## src/rtl/smsirq_params.svh

```systemverilog
// constants for the slave interrupt logic of the message handshake mode
`ifndef SMSIRQ_PARAMS_SVH
`define SMSIRQ_PARAMS_SVH
`define SMSIRQ_ADDR_W 4
`define SMSIRQ_OFS_SOURCE 4'h0
`define SMSIRQ_OFS_ENABLE 4'h1
`define SMSIRQ_OFS_FLAG 4'h2
`define SMSIRQ_OFS_HOSTCTL 4'h3
`define SMSIRQ_BIT_XFER_START 0
`define SMSIRQ_BIT_CTRL_SENT 1
`define SMSIRQ_BIT_STATUS_TAKEN 2
`define SMSIRQ_BIT_DATA_TAKEN 3
`define SMSIRQ_BIT_DATA_SENT 4
`define SMSIRQ_BIT_BUSY 0
`define SMSIRQ_BIT_GLOBAL_EN 0
`define SMSIRQ_NUM_SRC 5
`define SMSIRQ_RST_ENABLE 8'h00
`define SMSIRQ_RST_SOURCE 8'h00
`endif

```

## src/rtl/smsirq_pkg.sv

```systemverilog
// types for the slave interrupt logic of the message handshake mode
package smsirq_pkg;
    typedef struct packed {
        logic [3:0] addr;
        logic [7:0] wdata;
        logic wr;
        logic rd;
    } smsirq_bus_s;
    typedef struct packed {
        logic busy_set;
        logic data_reg_write;
        logic write_cycle;
        logic data_reg_read;
        logic status_read;
        logic ctrl_write;
    } smsirq_host_s;
endpackage : smsirq_pkg

```

## src/rtl/smsirq_top.sv

```systemverilog
// slave interrupt flags, enables and shared interrupt of the message handshake mode
// Operation
// [RULE1] busy rising edge sets transfer-start flag
// [RULE2] transfer-start interrupts only with both enables
// [RULE3] flag clears by zero write after read-one
// [RULE4] software only clears flags, never sets
// [RULE5] global enable gates the shared interrupt
// [RULE6] enable bits seven-five reserved, reset zero
// [RULE7] enable bit four gates data-sent flag
// [RULE8] enable bit three gates data-taken flag
// [RULE9] enable bit two gates status-taken flag
// [RULE10] enable bit one gates ctrl-sent flag
// [RULE11] enable bit zero gates transfer-start flag
// [RULE12] enable register is slave only
// [RULE13] host sets busy, slave clears after read
// [RULE14] host data write in write cycle sets
// [RULE15] interrupt is global AND of gated sources
//
// Chosen here: the strobed register port and the register offsets.
`timescale 1ns/100ps
`include "smsirq_params.svh"
module smsirq_top (
    // clock and reset
    input wire logic clk_in,
    input wire logic nrst_in,
    // slave register port
    input wire smsirq_pkg::smsirq_bus_s bus_in,
    output logic [7:0] rdata_out,
    // host-side events
    input wire smsirq_pkg::smsirq_host_s host_in,
    // shared slave interrupt
    output logic host_ibuf_slave_irq_out
);
    import smsirq_pkg::*;

    localparam int NSRC = `SMSIRQ_NUM_SRC;

    logic [7:0] enable_reg;
    logic [NSRC-1:0] source_reg;
    logic [NSRC-1:0] armed_reg;
    logic busy_reg;
    logic busy_armed_reg;
    logic busy_prev_reg;
    logic global_en_reg;
    logic [7:0] rdata_reg;
    logic irq_reg;

    wire sel_source = bus_in.addr == `SMSIRQ_OFS_SOURCE;
    wire sel_enable = bus_in.addr == `SMSIRQ_OFS_ENABLE;
    wire sel_flag = bus_in.addr == `SMSIRQ_OFS_FLAG;
    wire sel_hostctl = bus_in.addr == `SMSIRQ_OFS_HOSTCTL;
    wire wr_source = bus_in.wr && sel_source;
    wire rd_source = bus_in.rd && sel_source;
    wire wr_flag = bus_in.wr && sel_flag;
    wire rd_flag = bus_in.rd && sel_flag;
    wire wr_enable = bus_in.wr && sel_enable;
    wire wr_hostctl = bus_in.wr && sel_hostctl;

    // rising edge of busy starts a transfer
    wire busy_rise = busy_reg && !busy_prev_reg; // RULE1
    // busy: host write of one sets, slave zero write after read-one clears
    wire busy_clr = wr_flag && !bus_in.wdata[`SMSIRQ_BIT_BUSY] && busy_armed_reg; // RULE13
    wire busy_next = host_in.busy_set || (busy_reg && !busy_clr); // RULE13
    // a read that sees busy set arms the clear; a host set still wins over the clear
    wire busy_armed_next = busy_next &&
        ((rd_flag && busy_reg) || (busy_armed_reg && !busy_clr)); // RULE13

    wire [NSRC-1:0] src_set;
    assign src_set[`SMSIRQ_BIT_XFER_START] = busy_rise; // RULE1
    assign src_set[`SMSIRQ_BIT_CTRL_SENT] = host_in.ctrl_write;
    assign src_set[`SMSIRQ_BIT_STATUS_TAKEN] = host_in.status_read;
    assign src_set[`SMSIRQ_BIT_DATA_TAKEN] = host_in.data_reg_read && !host_in.write_cycle;
    assign src_set[`SMSIRQ_BIT_DATA_SENT] = host_in.data_reg_write && host_in.write_cycle; // RULE14

    logic [NSRC-1:0] source_next;
    logic [NSRC-1:0] armed_next;
    genvar gi;
    generate
        for (gi = 0; gi < NSRC; gi++) begin : g_src
            // a zero written counts only once the slave has seen the flag set
            wire clr = wr_source && !bus_in.wdata[gi] && armed_reg[gi]; // RULE3
            // set beats clear; a written one has no effect
            assign source_next[gi] = src_set[gi] || (source_reg[gi] && !clr); // RULE4
            assign armed_next[gi] = source_next[gi] &&
                ((rd_source && source_reg[gi]) || (armed_reg[gi] && !clr)); // RULE3
        end
    endgenerate

    // per-source gating then global enable
    wire [NSRC-1:0] gated = source_next & enable_reg[NSRC-1:0]; // RULE7 RULE8 RULE9 RULE10 RULE11
    wire irq_next = global_en_reg && (|gated); // RULE2 RULE5 RULE15

    wire [7:0] rd_mux =
        sel_source ? {{(8-NSRC){1'b0}}, source_reg} :
        sel_enable ? enable_reg : // RULE12
        sel_flag ? {7'h00, busy_reg} :
        sel_hostctl ? {7'h00, global_en_reg} : 8'h00;

    // all eight enable bits are plain storage; the host has no path to them
    always_ff @(posedge clk_in or negedge nrst_in) begin
        if (!nrst_in) begin
            enable_reg <= `SMSIRQ_RST_ENABLE; // RULE6
        end else if (wr_enable) begin
            enable_reg <= bus_in.wdata; // RULE6 RULE12
        end
    end

    always_ff @(posedge clk_in or negedge nrst_in) begin
        if (!nrst_in) begin
            global_en_reg <= 1'b0;
        end else if (wr_hostctl) begin
            global_en_reg <= bus_in.wdata[`SMSIRQ_BIT_GLOBAL_EN]; // RULE5
        end
    end

    always_ff @(posedge clk_in or negedge nrst_in) begin
        if (!nrst_in) begin
            source_reg <= NSRC'(`SMSIRQ_RST_SOURCE);
            armed_reg <= '0;
        end else begin
            source_reg <= source_next; // RULE1 RULE14
            armed_reg <= armed_next; // RULE3
        end
    end

    always_ff @(posedge clk_in or negedge nrst_in) begin
        if (!nrst_in) begin
            busy_reg <= 1'b0;
            busy_prev_reg <= 1'b0;
            busy_armed_reg <= 1'b0;
        end else begin
            busy_reg <= busy_next; // RULE13
            busy_prev_reg <= busy_reg; // RULE1
            busy_armed_reg <= busy_armed_next; // RULE13
        end
    end

    // read data are zero outside the cycle after a read strobe
    always_ff @(posedge clk_in or negedge nrst_in) begin
        if (!nrst_in) begin
            rdata_reg <= 8'h00;
        end else begin
            rdata_reg <= bus_in.rd ? rd_mux : 8'h00;
        end
    end

    // registered so the interrupt pin comes straight from a flip-flop
    always_ff @(posedge clk_in or negedge nrst_in) begin
        if (!nrst_in) begin
            irq_reg <= 1'b0;
        end else begin
            irq_reg <= irq_next; // RULE15
        end
    end

    assign rdata_out = rdata_reg;
    assign host_ibuf_slave_irq_out = irq_reg;

    // checks
    a_busy_edge_sets: assert property ( // RULE1
        @(posedge clk_in) disable iff (!nrst_in)
        busy_reg && !$past(busy_reg)
        |=> source_reg[`SMSIRQ_BIT_XFER_START])
        else $error("busy rise did not set transfer-start flag");

    a_irq_needs_global: assert property ( // RULE5
        @(posedge clk_in) disable iff (!nrst_in)
        !global_en_reg
        |=> !host_ibuf_slave_irq_out)
        else $error("interrupt without global enable");

    a_xfer_irq_gate: assert property ( // RULE2
        @(posedge clk_in) disable iff (!nrst_in)
        source_next == 5'h01 && enable_reg[0] && global_en_reg
        |=> host_ibuf_slave_irq_out)
        else $error("transfer-start interrupt missing");

    a_clear_needs_read: assert property ( // RULE3
        @(posedge clk_in) disable iff (!nrst_in)
        source_reg[0] && !armed_reg[0] && !busy_rise
        |=> source_reg[0])
        else $error("flag cleared without prior read");

    a_clear_after_read: assert property ( // RULE3
        @(posedge clk_in) disable iff (!nrst_in)
        armed_reg[0] && wr_source && !bus_in.wdata[0] && !busy_rise
        |=> !source_reg[0])
        else $error("flag not cleared after read and zero write");

    a_armed_after_read: assert property ( // RULE3
        @(posedge clk_in) disable iff (!nrst_in)
        !armed_reg[0] && !(rd_source && source_reg[0])
        |=> !armed_reg[0])
        else $error("clear armed without a read of the set flag");

    a_source_readback: assert property ( // RULE3
        @(posedge clk_in) disable iff (!nrst_in)
        rd_source
        |=> rdata_out == 8'($past(source_reg)))
        else $error("source read data wrong");

    a_one_never_sets: assert property ( // RULE4
        @(posedge clk_in) disable iff (!nrst_in)
        !source_reg[1] && !host_in.ctrl_write
        |=> !source_reg[1])
        else $error("flag set without hardware event");

    a_one_keeps_clear: assert property ( // RULE4
        @(posedge clk_in) disable iff (!nrst_in)
        source_reg == '0 && src_set == '0
        |=> source_reg == '0)
        else $error("software write set a source flag");

    a_ctrl_sent_set: assert property ( // RULE4
        @(posedge clk_in) disable iff (!nrst_in)
        host_in.ctrl_write
        |=> source_reg[1])
        else $error("ctrl-sent flag not set");

    a_status_taken_set: assert property ( // RULE4
        @(posedge clk_in) disable iff (!nrst_in)
        host_in.status_read
        |=> source_reg[2])
        else $error("status-taken flag not set");

    a_data_taken_set: assert property ( // RULE4
        @(posedge clk_in) disable iff (!nrst_in)
        host_in.data_reg_read && !host_in.write_cycle
        |=> source_reg[3])
        else $error("data-taken flag not set");

    a_global_en_write: assert property ( // RULE5
        @(posedge clk_in) disable iff (!nrst_in)
        wr_hostctl
        |=> global_en_reg == $past(bus_in.wdata[0]))
        else $error("global enable write lost");

    a_irq_reset_low: assert property ( // RULE5
        @(posedge clk_in) disable iff (!nrst_in)
        $rose(nrst_in)
        |-> !host_ibuf_slave_irq_out)
        else $error("interrupt high after reset");

    a_enable_reset_zero: assert property ( // RULE6
        @(posedge clk_in) disable iff (!nrst_in)
        $rose(nrst_in)
        |-> enable_reg == 8'h00)
        else $error("enable register not zero after reset");

    a_rsvd_bits_rw: assert property ( // RULE6
        @(posedge clk_in) disable iff (!nrst_in)
        wr_enable
        |=> enable_reg[7:5] == $past(bus_in.wdata[7:5]))
        else $error("reserved enable bits not stored");

    a_data_sent_gate: assert property ( // RULE7
        @(posedge clk_in) disable iff (!nrst_in)
        source_next[4] && enable_reg[4] && global_en_reg
        |=> host_ibuf_slave_irq_out)
        else $error("data-sent interrupt missing");

    a_data_taken_gate: assert property ( // RULE8
        @(posedge clk_in) disable iff (!nrst_in)
        source_next[3] && enable_reg[3] && global_en_reg
        |=> host_ibuf_slave_irq_out)
        else $error("data-taken interrupt missing");

    a_status_gate: assert property ( // RULE9
        @(posedge clk_in) disable iff (!nrst_in)
        source_next[2] && enable_reg[2] && global_en_reg
        |=> host_ibuf_slave_irq_out)
        else $error("status-taken interrupt missing");

    a_ctrl_gate: assert property ( // RULE10
        @(posedge clk_in) disable iff (!nrst_in)
        source_next[1] && enable_reg[1] && global_en_reg
        |=> host_ibuf_slave_irq_out)
        else $error("ctrl-sent interrupt missing");

    a_xfer_start_gate: assert property ( // RULE11
        @(posedge clk_in) disable iff (!nrst_in)
        source_next[0] && enable_reg[0] && global_en_reg
        |=> host_ibuf_slave_irq_out)
        else $error("transfer-start interrupt not gated through");

    a_enable_write_only: assert property ( // RULE12
        @(posedge clk_in) disable iff (!nrst_in)
        !wr_enable
        |=> $stable(enable_reg))
        else $error("enable register changed without slave write");

    a_enable_readback: assert property ( // RULE12
        @(posedge clk_in) disable iff (!nrst_in)
        bus_in.rd && sel_enable
        |=> rdata_out == $past(enable_reg))
        else $error("enable read data wrong");

    a_busy_host_only: assert property ( // RULE13
        @(posedge clk_in) disable iff (!nrst_in)
        !busy_reg && !host_in.busy_set
        |=> !busy_reg)
        else $error("busy set without host write");

    a_busy_sets: assert property ( // RULE13
        @(posedge clk_in) disable iff (!nrst_in)
        host_in.busy_set
        |=> busy_reg)
        else $error("host write did not set busy");

    a_busy_clear_read: assert property ( // RULE13
        @(posedge clk_in) disable iff (!nrst_in)
        busy_reg && !busy_armed_reg
        |=> busy_reg)
        else $error("busy cleared without prior read");

    a_busy_clears: assert property ( // RULE13
        @(posedge clk_in) disable iff (!nrst_in)
        busy_armed_reg && wr_flag && !bus_in.wdata[0] && !host_in.busy_set
        |=> !busy_reg)
        else $error("busy not cleared after read and zero write");

    a_flag_readback: assert property ( // RULE13
        @(posedge clk_in) disable iff (!nrst_in)
        rd_flag
        |=> rdata_out == {7'h00, $past(busy_reg)})
        else $error("busy read data wrong");

    a_data_sent_set: assert property ( // RULE14
        @(posedge clk_in) disable iff (!nrst_in)
        host_in.data_reg_write && host_in.write_cycle
        |=> source_reg[4])
        else $error("data-sent flag not set");

    a_masked_quiet: assert property ( // RULE7 RULE15
        @(posedge clk_in) disable iff (!nrst_in)
        (source_next & enable_reg[4:0]) == 5'h00
        |=> !host_ibuf_slave_irq_out)
        else $error("interrupt with no enabled source");

    // main scenarios
    c_xfer_irq: cover property (@(posedge clk_in) disable iff (!nrst_in)
        busy_rise ##1 host_ibuf_slave_irq_out);
    c_read_clear: cover property (@(posedge clk_in) disable iff (!nrst_in)
        rd_source && source_reg[0] ##1 wr_source && !bus_in.wdata[0]);
    c_set_on_clear: cover property (@(posedge clk_in) disable iff (!nrst_in)
        armed_reg[4] && wr_source && src_set[4]);
    c_data_sent_flag: cover property (@(posedge clk_in) disable iff (!nrst_in)
        host_in.data_reg_write && host_in.write_cycle ##1 source_reg[4]);
    c_busy_cleared: cover property (@(posedge clk_in) disable iff (!nrst_in)
        busy_armed_reg && busy_clr);
endmodule : smsirq_top

```

## config.mk

```make
export PLATFORM = sky130hd
export DESIGN_NAME = smsirq_top
export DESIGN_NICKNAME = d
export VERILOG_FILES = /design/src/rtl/smsirq_pkg.sv /design/src/rtl/smsirq_top.sv
export VERILOG_INCLUDE_DIRS = /design/src /design/src/rtl
export SDC_FILE = /design/constraint.sdc
export NUM_CORES = 1
export LEC_CHECK = 0
export ABC_AREA = 1
export BUFFER_PORTS_ARGS = -buffer_cell sky130_fd_sc_hd__buf_2
export CAP_MARGIN = 10
export CORE_MARGIN = 2
export CORE_UTILIZATION = 40
export DETAILED_ROUTE_END_ITERATION = 8
export MAX_ROUTING_LAYER = met4
export SLEW_MARGIN = 0
export SYNTH_ARGS = -nofsm -noshare
export SYNTH_HDL_FRONTEND = slang
export SYNTH_SLANG_ARGS = --single-unit
```

## constraint.sdc

```tcl
create_clock -name clk_in -period 1.7 [get_ports clk_in]
set_input_delay 0.255 -clock clk_in [delete_from_list [all_inputs] [get_ports clk_in]]
set_output_delay 0.255 -clock clk_in [all_outputs]
set_load 0.01 [all_outputs]
```

== After elaboration in Yosys (flattened, before gate mapping) ==
Index checks and enable logic that the tools add are counted.
Word-level totals
  register bits: 31
  bits in latches: 0
  memories kept: 0
  bits in read-only memories: 0
  input bits: 22
  memory bits (writable): 0
  word-level logic and storage cells: 91
Cells by class
  divide/modulo/power cells: 0
  shifts and indexed selects: 0
  add/subtract/negate cells: 0
  multiply operators: 0
  equal/unequal tests: 3
  bitwise operators: 1
  muxes and demuxes: 5
  order comparisons: 0
  reductions and logical operators: 73
Operators by type and width (count)
  1-bit logical AND: 46
  8-bit 2-to-1 mux: 3
  1-bit zero test: 13
  1-bit logical OR: 12
  4-bit by 2-bit == test with 1-bit output, second input constant: 2
  5-bit AND: 1
  5-bit OR reduction: 1
  4-bit by 1-bit == test with 1-bit output, second input constant: 1
  4-bit zero test: 1
  1-bit 2-to-1 mux: 2

== Depth between registers and ports, before layout ==
  depth after elaboration: 10
  gate-level depth with buffers: 10
  depth with buffers taken out: 10

== Worst setup path before layout ==
OpenSTA, ideal clock, no wires.
  path kind: input port to flip-flop
  start point: input bus_in[10] (netlist name)
  end point: register irq_reg (netlist: host_ibuf_slave_irq_out)
  stages on the path: 10
  path slack: 0.536 ns
  data required time: 1.585 ns
  arrival time: 1.049 ns
  path buffers: 0
  path through: nor2_2 -> nand2_4 -> nor2_8 -> nand3_1 -> nand2_1 -> nand2_2 -> nand2_1 -> nand3_1 -> nor2_1 -> nor2_1
Between the ends
  cells in the longest elaborated chain, start to end: 10
  elaborated cells between the ends (all ways): 30
RTL lines
  from (decl): RTL line smsirq_top.sv:27  | input wire smsirq_pkg::smsirq_bus_s bus_in,
  4-bit zero test (no source line)
  1-bit logical AND: RTL line smsirq_top.sv:52  | wire wr_source = bus_in.wr && sel_source;
  1-bit logical AND (2 in a row): RTL line smsirq_top.sv:81  | wire clr = wr_source && !bus_in.wdata[gi] && armed_reg[gi];
  1-bit zero test: RTL line smsirq_top.sv:83  | assign source_next[gi] = src_set[gi] || (source_reg[gi] && !clr);
  1-bit logical AND: RTL line smsirq_top.sv:83
  1-bit logical OR: RTL line smsirq_top.sv:83
  net source_next[3]: RTL line smsirq_top.sv:75  | logic [NSRC-1:0] source_next;
  5-bit AND: RTL line smsirq_top.sv:90  | wire [NSRC-1:0] gated = source_next & enable_reg[NSRC-1:0];
  5-bit OR reduction: RTL line smsirq_top.sv:91  | wire irq_next = global_en_reg && (|gated);
  1-bit logical AND: RTL line smsirq_top.sv:91
  net irq_next: RTL line smsirq_top.sv:91
  to (signal assigned): RTL line smsirq_top.sv:152  | irq_reg <= irq_next;
  to (decl): RTL line smsirq_top.sv:46  | logic irq_reg;
The timed path passes the listed nets, and every way through them passes these cells.
A chain may end at the register's enable or synchronous reset.

== Final worst setup path ==
  start point: register irq_reg (netlist: host_ibuf_slave_irq_out)
  end point: output host_ibuf_slave_irq_out
RTL lines
  to (decl): RTL line smsirq_top.sv:32  | output logic host_ibuf_slave_irq_out
No word-level cell between the ends.

==> key figures <==
Timing
  – Worst slew pin tran: 0.688 ns
  – RSZ-0062 raised after global routing: no
  – Final worst slack: 0.584 ns
  – Worst Skew: 0.00889 ns
  – Setup TNS: 0 ns
  – Worst slew margin: 0.541
  – Final period utilization: 0.657
  – Final Setup Violations: 0
  – Final Hold Viols: 0
  – Max Slew Vio Count: 0
  – F_max: 896 MHz
  – Final worst path period need: 1.12 ns

Die
  – Chip width: 62.8 µm
  – Die ar.: 0.00394 mm²
  – Die extent in y: 62.8 µm
  – Initial Utilization: 0.414
  – Placeable Area: 0.00334 mm²
  – I/O pin cnt: 31
  – Row cnt: 21

Power and ir drop
  – Leak pwr: 0.946 nW
  – Tot Pwr: 1.61 mW
  – Power Density: 980 mW/mm²
  – Maximum vdd drop: 382 µV

Route
  – Routed Antenna Nets: 0
  – DR WL/cell: 11.9 µm
  – Detailed Routing Iterations Pass 1: 4
  – DR vias/cell: 4.70
  – Total wire length: 2770 µm
  – Residual DRC: 0
  – Initial DRC Count: 62
  – Via Count: 1,094

Cells and area
  – Fin nets: 209
  – Fillers: 356
  – Share of cells above drive strength 1: 0.305
  – Final Instance Count excl. Fillers: 233
  – P&R area growth vs syn: 18.7%
  – Ant. Diodes: 0

Clock network
  – Clk sinks: 31
  – CTS tree: yes
  – Postcts setup bufs: 0
  – Worst-path clk slew: 0.10 ns
  – H-tree Lvls: 2
  – Post-CTS resize count: 0
  – Clock tree buffer depth: 2
  – TritonCTS Buffers: 5
  – Root buf cell: clkbuf_4
  – Clock Latency Late Sink: 0.33 ns

Worst setup path
  – Crit start category: flip-flop
  – FF-to-FF End: host_ibuf_slave_irq_out$_DFF_PN0_
  – Reg2Reg Depth: 7
  – CP endpoint kind: output pin
  – Critical path's slowest cell: dfrtp_1
  – Critical path class: flip-flop to output pin
  – Max incr delay on CP: 0.39 ns
  – Critical Path AT: 0.86 ns
  – Worst endpoint required time: 1.44 ns
  – Start of the worst register-to-register path: armed_reg[2]$_DFF_PN0_
  – Reg2reg setup slack: 0.73 ns
  – Crit path max fanout: 1
  – Buf/Inv on CP: 1
  – Worst path cell trace: buf_2
  – CP top delay family: flip-flops

Placement
  – I/O Buffers: 30
  – Dpl hpwl: 1990 µm
  – Final Wtd Congestion: 0.777
  – Setup WS pre-CTS: 0.272 ns
  – Post-Place Cells: 225

Logic synthesis
  – Syn Nets: 173
  – Largest cells by area after synthesis: dfrtp_1 56%, nand2_1 7.6%, inv_1 6.5%
  – Most instantiated cells after synthesis: 31 x dfrtp_1, 28 x nand2_1, 24 x inv_1
  – Count leader, synth: dfrtp_1
  – Cell accounting for the most synthesized area: dfrtp_1
  – Post-synth EDFFs: 0
  – Synth Register Bits: 31
  – Post-Syn Instances: 151
  – Area fraction of the dominant cell type after synthesis: 0.562
  – Mean Syn Cell Area: 9.15 µm²
  – Post-synth top flop: dfrtp_1
  – Mapped cell area: 0.00138 mm²
  – Sequential area share after synthesis: 0.562
  – YS warnings: 0
  – Async SR Flop Fraction: 1.00
  – Netlist cell types: 23

Global routing
  – Largest net degree at the start of global routing: 32
  – Vias in the first global route: 1,072
  – Initial antenna violation count: 0
  – Grt ovf: 0
  – First-pass GRT wire length: 4770 µm
  – Gr usage total: 0.166

Hold path
  – Worst Hold Class: input pin to flip-flop
  – Hold path start: host_in[5]
  – Hold Path Sink: busy_reg$_DFF_PN0_
  – Hold path cells: 2

Outcome
  – Status: finished clean

Flow run
  – Max_cap viols: 0
## per-layer routing
| layer | global-route usage | routed length [µm] | vias to the layer above |
|---|---|---|---|
| met5 | - | 0 | - |
| li1 | - | - | 550 |
| met2 | 0.249 | 1280 | 27 |
| met1 | 0.206 | 1280 | 513 |
| met3 | 0.0631 | 161 | 4 |
| met4 | 0.0583 | 42 | 0 |
## what timing repair did
item                                    4_1_cts  5_1_grt
endpoints found under the setup margin        0        0
hold endpoints to repair                     31        0
hold buffers                                  1        0
## placed cells by master (no fill, tap or decap), types with 5 or more instances in the layout
cell type / netlist / routed
dfrtp_1: 31 / 31
buf_2: 1 / 30
nand2_1: 28 / 28
inv_1: 24 / 24
nor2_1: 14 / 14
a21oi_1: 11 / 11
nand3_1: 9 / 9
nand2_2: 5 / 5
o21ai_1: 5 / 5
clkbuf_4: 0 / 5
## power breakdown
group	total, mW	internal [mW]	switching [mW]
clock	0.440	0.191	0.248
sequential	0.911	0.845	0.0657
combinational	0.255	0.109	0.146
## worst max path at each step
stage | start | end | slack, ns | cells after the start
6_report | host_ibuf_slave_irq_out$_DFF_PN0_ | host_ibuf_slave_irq_out | 0.58 | 1
5_1_grt | host_ibuf_slave_irq_out$_DFF_PN0_ | host_ibuf_slave_irq_out | 0.52 | 1
4_1_cts | host_ibuf_slave_irq_out$_DFF_PN0_ | host_ibuf_slave_irq_out | 0.57 | 1
3_5_place_dp | bus_in[10] | host_ibuf_slave_irq_out$_DFF_PN0_ | 0.27 | 11
3_3_place_gp | bus_in[10] | host_ibuf_slave_irq_out$_DFF_PN0_ | 0.31 | 11
2_1_floorplan | bus_in[10] | host_ibuf_slave_irq_out$_DFF_PN0_ | 0.54 | 10
## cell families after synthesis
logic type	synth area share
and+or+nand+nor	0.235
buffers and inverters	0.0824
AOI/OAI and AO/OA	0.121
DFF	0.562
## area by class of cell
type	count	area, µm²	area share
Tap cell	46	57.6	0.0351
Multi-Input combinational cell	92	492	0.300
Inverter	26	97.6	0.0595
Clock inverter	1	5.00	0.00305
Sequential cell	31	776	0.473
Timing Repair Buffer	31	160	0.0977
Clock buffer	6	51.3	0.0313
## stage by stage
step | hold slack (ns) | utilization | area [µm²]
2_1_floorplan | -0.0406 | - | 1380
3_3_place_gp | 0.334 | 0.471 | 1570
3_5_place_dp | 0.337 | 0.471 | 1570
4_1_cts | 0.132 | 0.491 | 1640
5_1_grt | 0.142 | 0.491 | 1640
6_report | 0.143 | 0.491 | 1640
(Power assumes the default switching activity.)
